===== src/hdl/tec_pkg.sv =====
// Shared constants for the terminal emulation compatibility register set
package tec_pkg;

  // ==========================================================================
  // Host I/O map
  localparam logic [9:0] TEC_CURSOR_LOW_ADDR = 10'h2d2;
  localparam logic [9:0] TEC_CURSOR_HIGH_ADDR = 10'h2d3;
  localparam logic [9:0] TEC_LINK_CONTROL_ADDR = 10'h2d4;
  localparam logic [9:0] TEC_KEYSTROKE_ADDR = 10'h2d5;
  localparam logic [9:0] TEC_STATION_ID_ADDR = 10'h2d6;
  localparam logic [9:0] TEC_SEGMENT_ADDR = 10'h2d7;
  localparam logic [9:0] TEC_PAGES_LOW_ADDR = 10'h2d8;
  localparam logic [9:0] TEC_PAGES_HIGH_ADDR = 10'h2d9;
  localparam logic [9:0] TEC_PRINTER_FLAGS_ADDR = 10'h2da;

  // ==========================================================================
  // Link control field positions
  localparam int TEC_CTL_ENABLE = 0;
  localparam int TEC_CTL_DISTRIBUTED = 1;
  localparam int TEC_CTL_PRINTER = 2;
  localparam int TEC_CTL_KEY_OFFERED = 3;
  localparam int TEC_CTL_STATUS_REQ = 4;
  localparam int TEC_CTL_TEST = 5;
  localparam int TEC_CTL_COND_INT = 6;
  localparam int TEC_CTL_INT_DISABLE = 7;

  // ==========================================================================
  // Printer poll flag positions
  localparam int TEC_PRN_ALARM = 5;
  localparam int TEC_PRN_DISABLE = 6;
  localparam int TEC_PRN_ENABLE = 7;

  // ==========================================================================
  // Values after reset and fixed values
  localparam logic [7:0] TEC_CONTROL_RESET = 8'h80;
  localparam logic [7:0] TEC_BYTE_RESET = 8'h00;
  localparam logic [15:0] TEC_CURSOR_RESET = 16'h0000;
  localparam logic [15:0] TEC_CURSOR_HOME = 16'h0000;
  localparam logic [7:0] TEC_SEGMENT_VALUE = 8'hce;
  localparam logic [2:0] TEC_CURSOR_HIGH_ZERO = 3'h0;
  localparam logic [7:0] TEC_READ_NONE = 8'h00;

  // ==========================================================================
  // Operating modes
  typedef enum logic [1:0] {
    TEC_MODE_DISPLAY,
    TEC_MODE_PRINTER,
    TEC_MODE_DISTRIBUTED
  } tec_mode_t;

endpackage


===== src/hdl/tec_flag_byte.sv =====
// Eight sticky flags set by hardware and cleared by writing ones
`timescale 1ns/100ps
`default_nettype none
module tec_flag_byte
  import tec_pkg::*;
(
  input wire logic clk,
  input wire logic rst,
  input wire logic [7:0] set_bits,
  input wire logic clr_write,
  input wire logic [7:0] clr_bits,
  output logic [7:0] flags
);

  // ==========================================================================
  // Flag storage
  logic [7:0] flags_q;
  logic [7:0] flags_d;

  // A set in the same cycle as its clear wins, so no event is lost
  always_comb begin
    flags_d = flags_q;
    if (clr_write) begin
      flags_d = flags_d & ~clr_bits;
    end
    flags_d = flags_d | set_bits;
  end

  always_ff @(posedge clk or posedge rst) begin
    if (rst) begin
      flags_q <= TEC_BYTE_RESET;
    end else begin
      flags_q <= flags_d;
    end
  end

  assign flags = flags_q;

endmodule
`default_nettype wire


===== src/hdl/tec_registers.sv =====
// Host visible compatibility registers of the terminal emulation adapter
`timescale 1ns/100ps
`default_nettype none

// How it works
// - Show cursor low byte; in display mode its change sets cursor-changed status.
// - Cursor high byte reads with its top three bits forced to zero.
// - Host writes to both cursor bytes are dropped.
// - Host sets enable bit; either side clears; first poll answer is power-on reset.
// - Control bit 1 chooses distributed-function mode, else control-unit-terminal.
// - Bit 2 picks display or printer, only in control-unit-terminal mode.
// - Host offers a keystroke with bit 3; poll acknowledge or reset clears it.
// - Host requests status acknowledge with bit 4; poll acknowledge clears it.
// - Test bit 5 is stored and does nothing.
// - Display mode: bit 6 hides cursor interrupt while cursor is inhibited.
// - Printer mode: bit 6 loads zero into the cursor address.
// - Bit 7 is set at reset and blocks every interrupt.
// - The keystroke code goes out to the link inverted.
// - The station identifier goes out to the link inverted.
// - Segment register always reads the fixed value; writes are ignored.
// - One flag per modified 256-byte page, pages 0-7 low, 8-15 high.
// - Printer mode only: alarm, disable, enable polls set flags 5, 6, 7.
// - Interrupt pending when any status bit 0-5 is set and unmasked.
module tec_registers
  import tec_pkg::*;
(
  input wire logic CLK,
  input wire logic SYS_RST,
  input wire logic [9:0] IO_ADDR,
  input wire logic IO_WR,
  input wire logic IO_RD,
  input wire logic [7:0] IO_WDATA,
  output logic [7:0] IO_RDATA,
  output logic IO_RVALID,
  input wire logic CU_CURSOR_LOAD,
  input wire logic [15:0] CU_CURSOR_ADDR,
  input wire logic CU_POLL,
  input wire logic CU_POLL_ACK,
  input wire logic CU_RESET,
  input wire logic CU_DISCONNECT,
  input wire logic CU_PAGE_WRITE,
  input wire logic [3:0] CU_PAGE_INDEX,
  input wire logic CU_ALARM_POLL,
  input wire logic CU_DISABLE_POLL,
  input wire logic CU_ENABLE_POLL,
  input wire logic CU_INHIBIT_CURSOR,
  input wire logic [4:0] OTHER_STATUS,
  input wire logic CURSOR_FLAG_CLR,
  output logic [15:0] CURSOR_ADDR,
  output logic [7:0] LINK_CONTROL,
  output logic [1:0] MODE,
  output logic POR_RESPONSE_DUE,
  output logic [7:0] KEYSTROKE_TO_LINK,
  output logic [7:0] STATION_ID_TO_LINK,
  output logic CURSOR_CHANGED,
  output logic INT_PENDING
);

  // ==========================================================================
  // Helpers
  function automatic logic [15:0] page_onehot(input logic [3:0] idx);
    logic [15:0] v;
    v = 16'h0000;
    v[idx] = 1'b1;
    return v;
  endfunction

  function automatic tec_mode_t mode_of(input logic [7:0] ctl);
    tec_mode_t m;
    m = TEC_MODE_DISPLAY;
    if (ctl[TEC_CTL_DISTRIBUTED]) begin
      m = TEC_MODE_DISTRIBUTED;
    end else if (ctl[TEC_CTL_PRINTER]) begin
      m = TEC_MODE_PRINTER;
    end
    return m;
  endfunction

  // ==========================================================================
  // Decode
  logic wr_control;
  logic wr_keystroke;
  logic wr_station;
  logic wr_pages_low;
  logic wr_pages_high;
  logic wr_printer;
  tec_mode_t mode;

  assign wr_control = IO_WR && (IO_ADDR == TEC_LINK_CONTROL_ADDR);
  assign wr_keystroke = IO_WR && (IO_ADDR == TEC_KEYSTROKE_ADDR);
  assign wr_station = IO_WR && (IO_ADDR == TEC_STATION_ID_ADDR);
  assign wr_pages_low = IO_WR && (IO_ADDR == TEC_PAGES_LOW_ADDR);
  assign wr_pages_high = IO_WR && (IO_ADDR == TEC_PAGES_HIGH_ADDR);
  assign wr_printer = IO_WR && (IO_ADDR == TEC_PRINTER_FLAGS_ADDR);

  // ==========================================================================
  // State
  logic [7:0] ctl_q;
  logic [7:0] ctl_d;
  logic [15:0] cursor_q;
  logic [15:0] cursor_d;
  logic por_q;
  logic por_d;
  logic [7:0] key_inv_q;
  logic [7:0] key_inv_d;
  logic [7:0] id_inv_q;
  logic [7:0] id_inv_d;
  logic cur_chg_q;
  logic cur_chg_d;
  logic int_q;
  logic int_d;
  logic [7:0] rdata_q;
  logic [7:0] rdata_d;
  logic rvalid_q;
  logic rvalid_d;
  tec_mode_t mode_q;
  tec_mode_t mode_d;
  logic [7:0] pages_low;
  logic [7:0] pages_high;
  logic [7:0] printer_flags;
  logic [15:0] page_set;
  logic [7:0] printer_set;
  logic [15:0] cursor_new;
  logic cursor_event;
  logic cursor_irq_ok;

  // Registered beside the control byte, so the mode port comes from a flip-flop
  assign mode = mode_q;

  // Both bytes come from one load, so no torn address is ever visible
  // joint cursor load
  assign cursor_new = {TEC_CURSOR_HIGH_ZERO, CU_CURSOR_ADDR[12:0]};

  assign page_set = CU_PAGE_WRITE ? page_onehot(CU_PAGE_INDEX) : 16'h0000;

  always_comb begin
    printer_set = TEC_BYTE_RESET;
    if (mode == TEC_MODE_PRINTER) begin
      printer_set[TEC_PRN_ALARM] = CU_ALARM_POLL;
      printer_set[TEC_PRN_DISABLE] = CU_DISABLE_POLL;
      printer_set[TEC_PRN_ENABLE] = CU_ENABLE_POLL;
    end
  end

  // ==========================================================================
  // Next state
  always_comb begin
    ctl_d = ctl_q;
    cursor_d = cursor_q;
    por_d = por_q;
    key_inv_d = key_inv_q;
    id_inv_d = id_inv_q;
    cur_chg_d = cur_chg_q;
    cursor_event = 1'b0;
    if (CU_POLL_ACK) begin
      ctl_d[TEC_CTL_STATUS_REQ] = 1'b0;
    end
    if (CU_POLL_ACK || CU_RESET) begin
      ctl_d[TEC_CTL_KEY_OFFERED] = 1'b0;
    end
    if (CU_DISCONNECT) begin
      ctl_d[TEC_CTL_ENABLE] = 1'b0;
    end
    if (CU_POLL) begin
      por_d = 1'b0;
    end
    // Host write lands after link clears so a fresh host set is not lost
    // stored control
    if (wr_control) begin
      ctl_d = IO_WDATA;
      if (IO_WDATA[TEC_CTL_ENABLE] && !ctl_q[TEC_CTL_ENABLE]) begin
        por_d = 1'b1;
      end
    end
    if (wr_keystroke) begin
      key_inv_d = ~IO_WDATA;
    end
    if (wr_station) begin
      id_inv_d = ~IO_WDATA;
    end
    if (CU_CURSOR_LOAD) begin
      cursor_d = cursor_new;
      cursor_event = (cursor_new != cursor_q);
    end
    if ((mode == TEC_MODE_PRINTER) && ctl_q[TEC_CTL_COND_INT]) begin
      cursor_d = TEC_CURSOR_HOME;
    end
    if (CURSOR_FLAG_CLR) begin
      cur_chg_d = 1'b0;
    end
    if (cursor_event && (mode == TEC_MODE_DISPLAY)) begin
      cur_chg_d = 1'b1;
    end
    mode_d = mode_of(ctl_d);
  end

  // ==========================================================================
  // Interrupt pending
  always_comb begin
    cursor_irq_ok = !(CU_INHIBIT_CURSOR && ctl_q[TEC_CTL_COND_INT] && (mode == TEC_MODE_DISPLAY));
    int_d = ((cur_chg_q && cursor_irq_ok) || (|OTHER_STATUS)) && !ctl_q[TEC_CTL_INT_DISABLE];
  end

  // ==========================================================================
  // Read path
  always_comb begin
    rdata_d = rdata_q;
    rvalid_d = IO_RD;
    if (IO_RD) begin
      unique case (IO_ADDR)
        TEC_CURSOR_LOW_ADDR: rdata_d = cursor_q[7:0];
        TEC_CURSOR_HIGH_ADDR: rdata_d = cursor_q[15:8];
        TEC_LINK_CONTROL_ADDR: rdata_d = ctl_q;
        TEC_SEGMENT_ADDR: rdata_d = TEC_SEGMENT_VALUE;
        TEC_PAGES_LOW_ADDR: rdata_d = pages_low;
        TEC_PAGES_HIGH_ADDR: rdata_d = pages_high;
        TEC_PRINTER_FLAGS_ADDR: rdata_d = printer_flags;
        default: rdata_d = TEC_READ_NONE;
      endcase
    end
  end

  // ==========================================================================
  // Registers
  always_ff @(posedge CLK or posedge SYS_RST) begin
    if (SYS_RST) begin
      ctl_q <= TEC_CONTROL_RESET;
      cursor_q <= TEC_CURSOR_RESET;
      por_q <= 1'b0;
      key_inv_q <= TEC_BYTE_RESET;
      id_inv_q <= TEC_BYTE_RESET;
      cur_chg_q <= 1'b0;
      int_q <= 1'b0;
      rdata_q <= TEC_READ_NONE;
      rvalid_q <= 1'b0;
      mode_q <= TEC_MODE_DISPLAY;
    end else begin
      ctl_q <= ctl_d;
      cursor_q <= cursor_d;
      por_q <= por_d;
      key_inv_q <= key_inv_d;
      id_inv_q <= id_inv_d;
      cur_chg_q <= cur_chg_d;
      int_q <= int_d;
      rdata_q <= rdata_d;
      rvalid_q <= rvalid_d;
      mode_q <= mode_d;
    end
  end

  // ==========================================================================
  // Page and printer flags
  // low pages 0-7
  tec_flag_byte u_pages_low (
    .clk(CLK),
    .rst(SYS_RST),
    .set_bits(page_set[7:0]),
    .clr_write(wr_pages_low),
    .clr_bits(IO_WDATA),
    .flags(pages_low)
  );

  tec_flag_byte u_pages_high (
    .clk(CLK),
    .rst(SYS_RST),
    .set_bits(page_set[15:8]),
    .clr_write(wr_pages_high),
    .clr_bits(IO_WDATA),
    .flags(pages_high)
  );

  // Undefined low bits never get a set source, so they read zero
  tec_flag_byte u_printer (
    .clk(CLK),
    .rst(SYS_RST),
    .set_bits(printer_set),
    .clr_write(wr_printer),
    .clr_bits(IO_WDATA),
    .flags(printer_flags)
  );

  // ==========================================================================
  // Outputs
  assign IO_RDATA = rdata_q;
  assign IO_RVALID = rvalid_q;
  assign CURSOR_ADDR = cursor_q;
  assign LINK_CONTROL = ctl_q;
  assign POR_RESPONSE_DUE = por_q;
  assign KEYSTROKE_TO_LINK = key_inv_q;
  assign STATION_ID_TO_LINK = id_inv_q;
  assign CURSOR_CHANGED = cur_chg_q;
  assign INT_PENDING = int_q;
  assign MODE = mode_q;

endmodule
`default_nettype wire


===== config.mk =====
export PLATFORM = sky130hd
export DESIGN_NAME = tec_registers
export DESIGN_NICKNAME = d
export VERILOG_FILES = /design/src/hdl/tec_pkg.sv /design/src/hdl/tec_flag_byte.sv /design/src/hdl/tec_registers.sv
export SDC_FILE = /design/constraint.sdc
export NUM_CORES = 1
export LEC_CHECK = 0
export BUFFER_PORTS_ARGS = -buffer_cell sky130_fd_sc_hd__buf_2
export CELL_PAD_IN_SITES_DETAIL_PLACEMENT = 0
export CELL_PAD_IN_SITES_GLOBAL_PLACEMENT = 2
export CORE_ASPECT_RATIO = 0.8
export CORE_UTILIZATION = 32
export DETAILED_ROUTE_END_ITERATION = 10
export PLACE_DENSITY_LB_ADDON = 0.12
export SYNTH_ARGS = -nofsm -noshare
export SYNTH_HDL_FRONTEND = slang
export SYNTH_SLANG_ARGS = --single-unit

===== constraint.sdc =====
create_clock -name CLK -period 2.8 [get_ports CLK]
set_clock_uncertainty 0.05 [all_clocks]
set_input_delay 0.14 -clock CLK [delete_from_list [all_inputs] [get_ports CLK]]
set_output_delay 0.14 -clock CLK [all_outputs]
set_load 0.03 [all_outputs]

==> metrics.md <==
| Metric | Value |
|---|---|
| Status | `complete, no violations` |
| Fill cell count | `1107` |
| Pwr per Cell Area | `630 nW/µm²` |
| Fin cells | `613` |
| Core ar. | `11100 µm²` |
| Initial core utilization | `33.7%` |
| Root Buffer | `clkbuf_16` |
| Crit Path Class | `in2reg` |
| Area Growth Syn to Fin | `27.9%` |
| Seq cells post-synth | `74` |
| Max transition margin | `54.6%` |
| Port bufs | `105` |
| Vias post-DR | `3099` |
| Seq/Total Area, Yosys | `49.6%` |
| Pre-CTS WS | `754 ps` |
| Critical path peak fanout | `23` |
| Yosys cell types | `61` |
| End of the critical path | `KEYSTROKE_TO_LINK[3]` |
| Die H | `98.7 µm` |
| Final setup vio count | `0` |
| # rows | `34` |
| Clk sinks | `74` |
| Worst r2r src | `LINK_CONTROL[1]` |
| CP Launch Type | `input port` |
| CP max-delay cell | `nand4_1` |
| Top FF cell, synth | `dfrtp_1` |
| R2R depth | `3` |
| Fin worst setup slack | `1060 ps` |
| Top delay family on crit path | `simple AND/OR/NAND/NOR gates` |
| Initial antenna violation count | `0` |
| CTS buffer count | `9` |
| GR Overflow Total | `0` |
| Post-Place Cells | `590` |
| WP depth | `4` |
| Final #Nets | `522` |
| Vias per inst | `5.06` |
| Gpl congestion | `0.792` |
| Drc violations | `0` |
| CTS HTree Levels | `3` |
| Synth warn | `0` |
| Footprint of the multi-input gates | `1700 µm²` |
| Final hold slack | `26.0 ps` |
| Crit path required time | `2970 ps` |
| Register area | `1850 µm²` |
| Leak | `2.26 nW` |
| Synth Cell Area | `3740 µm²` |
| Post-Syn Area per Cell | `10.4 µm²` |
| Peak Freq | `0.576 GHz` |
| R2r endpoint | `CURSOR_ADDR[9]` |
| Commonest non-fill, non-tap cell in the layout | `buf_2` |
| Share of synthesized registers carrying an async set or reset | `100%` |
| Synth Instances | `358` |
| CTS Hold Bufs | `7` |
| Number of diodes | `0` |
| Post-CTS Resized | `0` |
| CTS tree | `yes` |
| Final Hold Viols | `0` |
| Tcrit/Tclk final | `62.0%` |
| Postcts setup bufs | `0` |
| Die ar. | `12100 µm²` |
| CP bufs+invs | `1` |
| Endpoint type of the worst setup path | `register` |
| RSZ-0062 raised after global routing | `no` |
| WL/cell | `18.3 µm` |
| R2R Setup Slk | `1140 ps` |
| Final TNS setup | `0 ps` |
| Worst path cell trace | `buf_2 > and2b_1 > nand4_1 > o21ai_0` |
| Post-DP HPWL | `8430 µm` |
| CP Data Arrival Time | `1910 ps` |
| Vias in the first global route | `2997` |
| Maximum vdd drop | `362 µV` |
| Ports | `112` |
| Critical Path Max Stage Delay | `580 ps` |
| Most frequent cells in the layout | `105 x buf_2, 73 x dfrtp_1, 40 x nand2_1` |
| First-iteration detailed-routing DRC count | `146` |
| Largest buffer count on any clock path | `2` |
| Layout cells sized above 1 | `29.9%` |
| HP Class | `in2reg` |
| Worst Tran Pin Value | `680 ps` |
| First-pass GRT wire length | `17500 µm` |
| GRT Util Overall | `19.7%` |
| Crit path launch | `IO_ADDR[0]` |
| Drt first pass iters | `4` |
| Max Cap Violations | `0` |
| Worst skew pair latency | `330 ps` |
| Max Slew Vio Count | `0` |
| EDFF count, synth | `0` |
| Fin crit period | `1740 ps` |
| ANT nets after route | `0` |
| Detailed Route WL | `11200 µm` |
| Worst-path clk slew | `60 ps` |
| Maximum number of pins on one net before global-route repair | `30` |
| Die Wd | `123 µm` |
==> through the flow <==
step	area (µm²)	utilization, %	power (mW)
global route	4780	43.0	3.14
finish	4780	43.0	3.01
CTS	4780	43.0	3.04
detailed placement	4340	39.1	1.61
global placement	4340	39.1	1.60
floorplan	3740	-	1.45
==> routing by layer <==
layer,wire (µm),GRT usage (%),vias to the layer above
met5,0,0,-
met4,59,3.19,0
met3,596,5.21,4
met2,4810,27.9,75
met1,5760,30.3,1525
li1,-,-,1495
==> cell families after synthesis <==
group / Yosys count / share of synthesized area (%)
muxes: 22 / 6.16
other: 1 / 0.100
and+or+nand+nor: 119 / 18.4
xor gates and xnor gates: 13 / 3.05
buffers and inverters: 38 / 5.05
AOI/OAI and AO/OA: 91 / 17.6
DFF: 74 / 49.6
==> flip-flops by register name, indices dropped and copies added (netlist names) <==
signal / count
IO_RVALID: 1
CURSOR_ADDR: 13
POR_RESPONSE_DUE: 1
u_pages_low.flags: 8
CURSOR_CHANGED: 1
INT_PENDING: 1
STATION_ID_TO_LINK: 8
u_printer.flags: 8
KEYSTROKE_TO_LINK: 8
u_pages_high.flags: 8
LINK_CONTROL: 8
MODE: 1
IO_RDATA: 8
==> power by group <==
| group | leakage [nW] | switching (mW) | internal, mW | total (mW) |
|---|---|---|---|---|
| Combinational | 1.16 | 0.234 | 0.158 | 0.392 |
| Sequential | 0.923 | 0.0625 | 1.14 | 1.20 |
| Clock | 0.180 | 0.435 | 0.984 | 1.42 |
==> worst reg2reg max path: stages (launching register included) <==
cell and delay [ps]:
dfrtp_1 460, nor2b_1 360, and2_1 520, nor2_1 130
==> synth_stat cells (2+ instances only) <==
library cell | count | area (µm²)
a22oi_1 | 2 | 15.0
o22ai_1 | 6 | 37.5
o21bai_1 | 2 | 15.0
mux2_2 | 4 | 45.0
a21o_1 | 3 | 22.5
a22o_1 | 10 | 87.6
or3b_2 | 3 | 26.3
a32o_1 | 3 | 30.0
nand2_1 | 40 | 150
nor4_4 | 3 | 63.8
nor4bb_1 | 3 | 30.0
a32oi_1 | 3 | 26.3
a311oi_1 | 2 | 17.5
nand3_1 | 4 | 20.0
xnor2_1 | 12 | 105
o311a_1 | 2 | 20.0
o2bb2ai_1 | 7 | 61.3
nand3b_1 | 6 | 45.0
a21boi_0 | 5 | 37.5
o21ai_0 | 23 | 115
clkbuf_1 | 6 | 22.5
nor3_1 | 5 | 25.0
buf_2 | 7 | 35.0
a221oi_1 | 3 | 26.3
nand2b_1 | 9 | 56.3
nand4_1 | 5 | 31.3
dfrtp_1 | 73 | 1830
buf_4 | 6 | 45.0
a21oi_1 | 9 | 45.0
buf_6 | 2 | 22.5
inv_1 | 17 | 63.8
nor2b_1 | 7 | 43.8
nor2_1 | 22 | 82.6
mux2i_1 | 17 | 170
==> worst min path at each step <==
stage | slack [ps] | startpoint | endpoint | depth (start not counted)
after global routing | 30 | CU_CURSOR_ADDR[4] | CURSOR_ADDR[4] | 3
after global placement | 130 | SYS_RST | KEYSTROKE_TO_LINK[0] | 2
final | 30 | CU_CURSOR_ADDR[11] | CURSOR_ADDR[11] | 3
after floorplan | 120 | IO_RD | IO_RVALID | 0
after CTS | 20 | OTHER_STATUS[4] | INT_PENDING | 3
after detailed placement | 140 | SYS_RST | KEYSTROKE_TO_LINK[0] | 2
==> layout make-up <==
cell class / count / share of cell area (%)
clock buffer: 11 / 5.08
tap: 144 / 3.77
inverter: 17 / 1.34
clock inverter: 5 / 2.62
multi-input combinational: 248 / 35.6
timing repair buffer: 114 / 12.8
sequential: 74 / 38.8
Note: power is estimated with default switching activity, not from simulation.
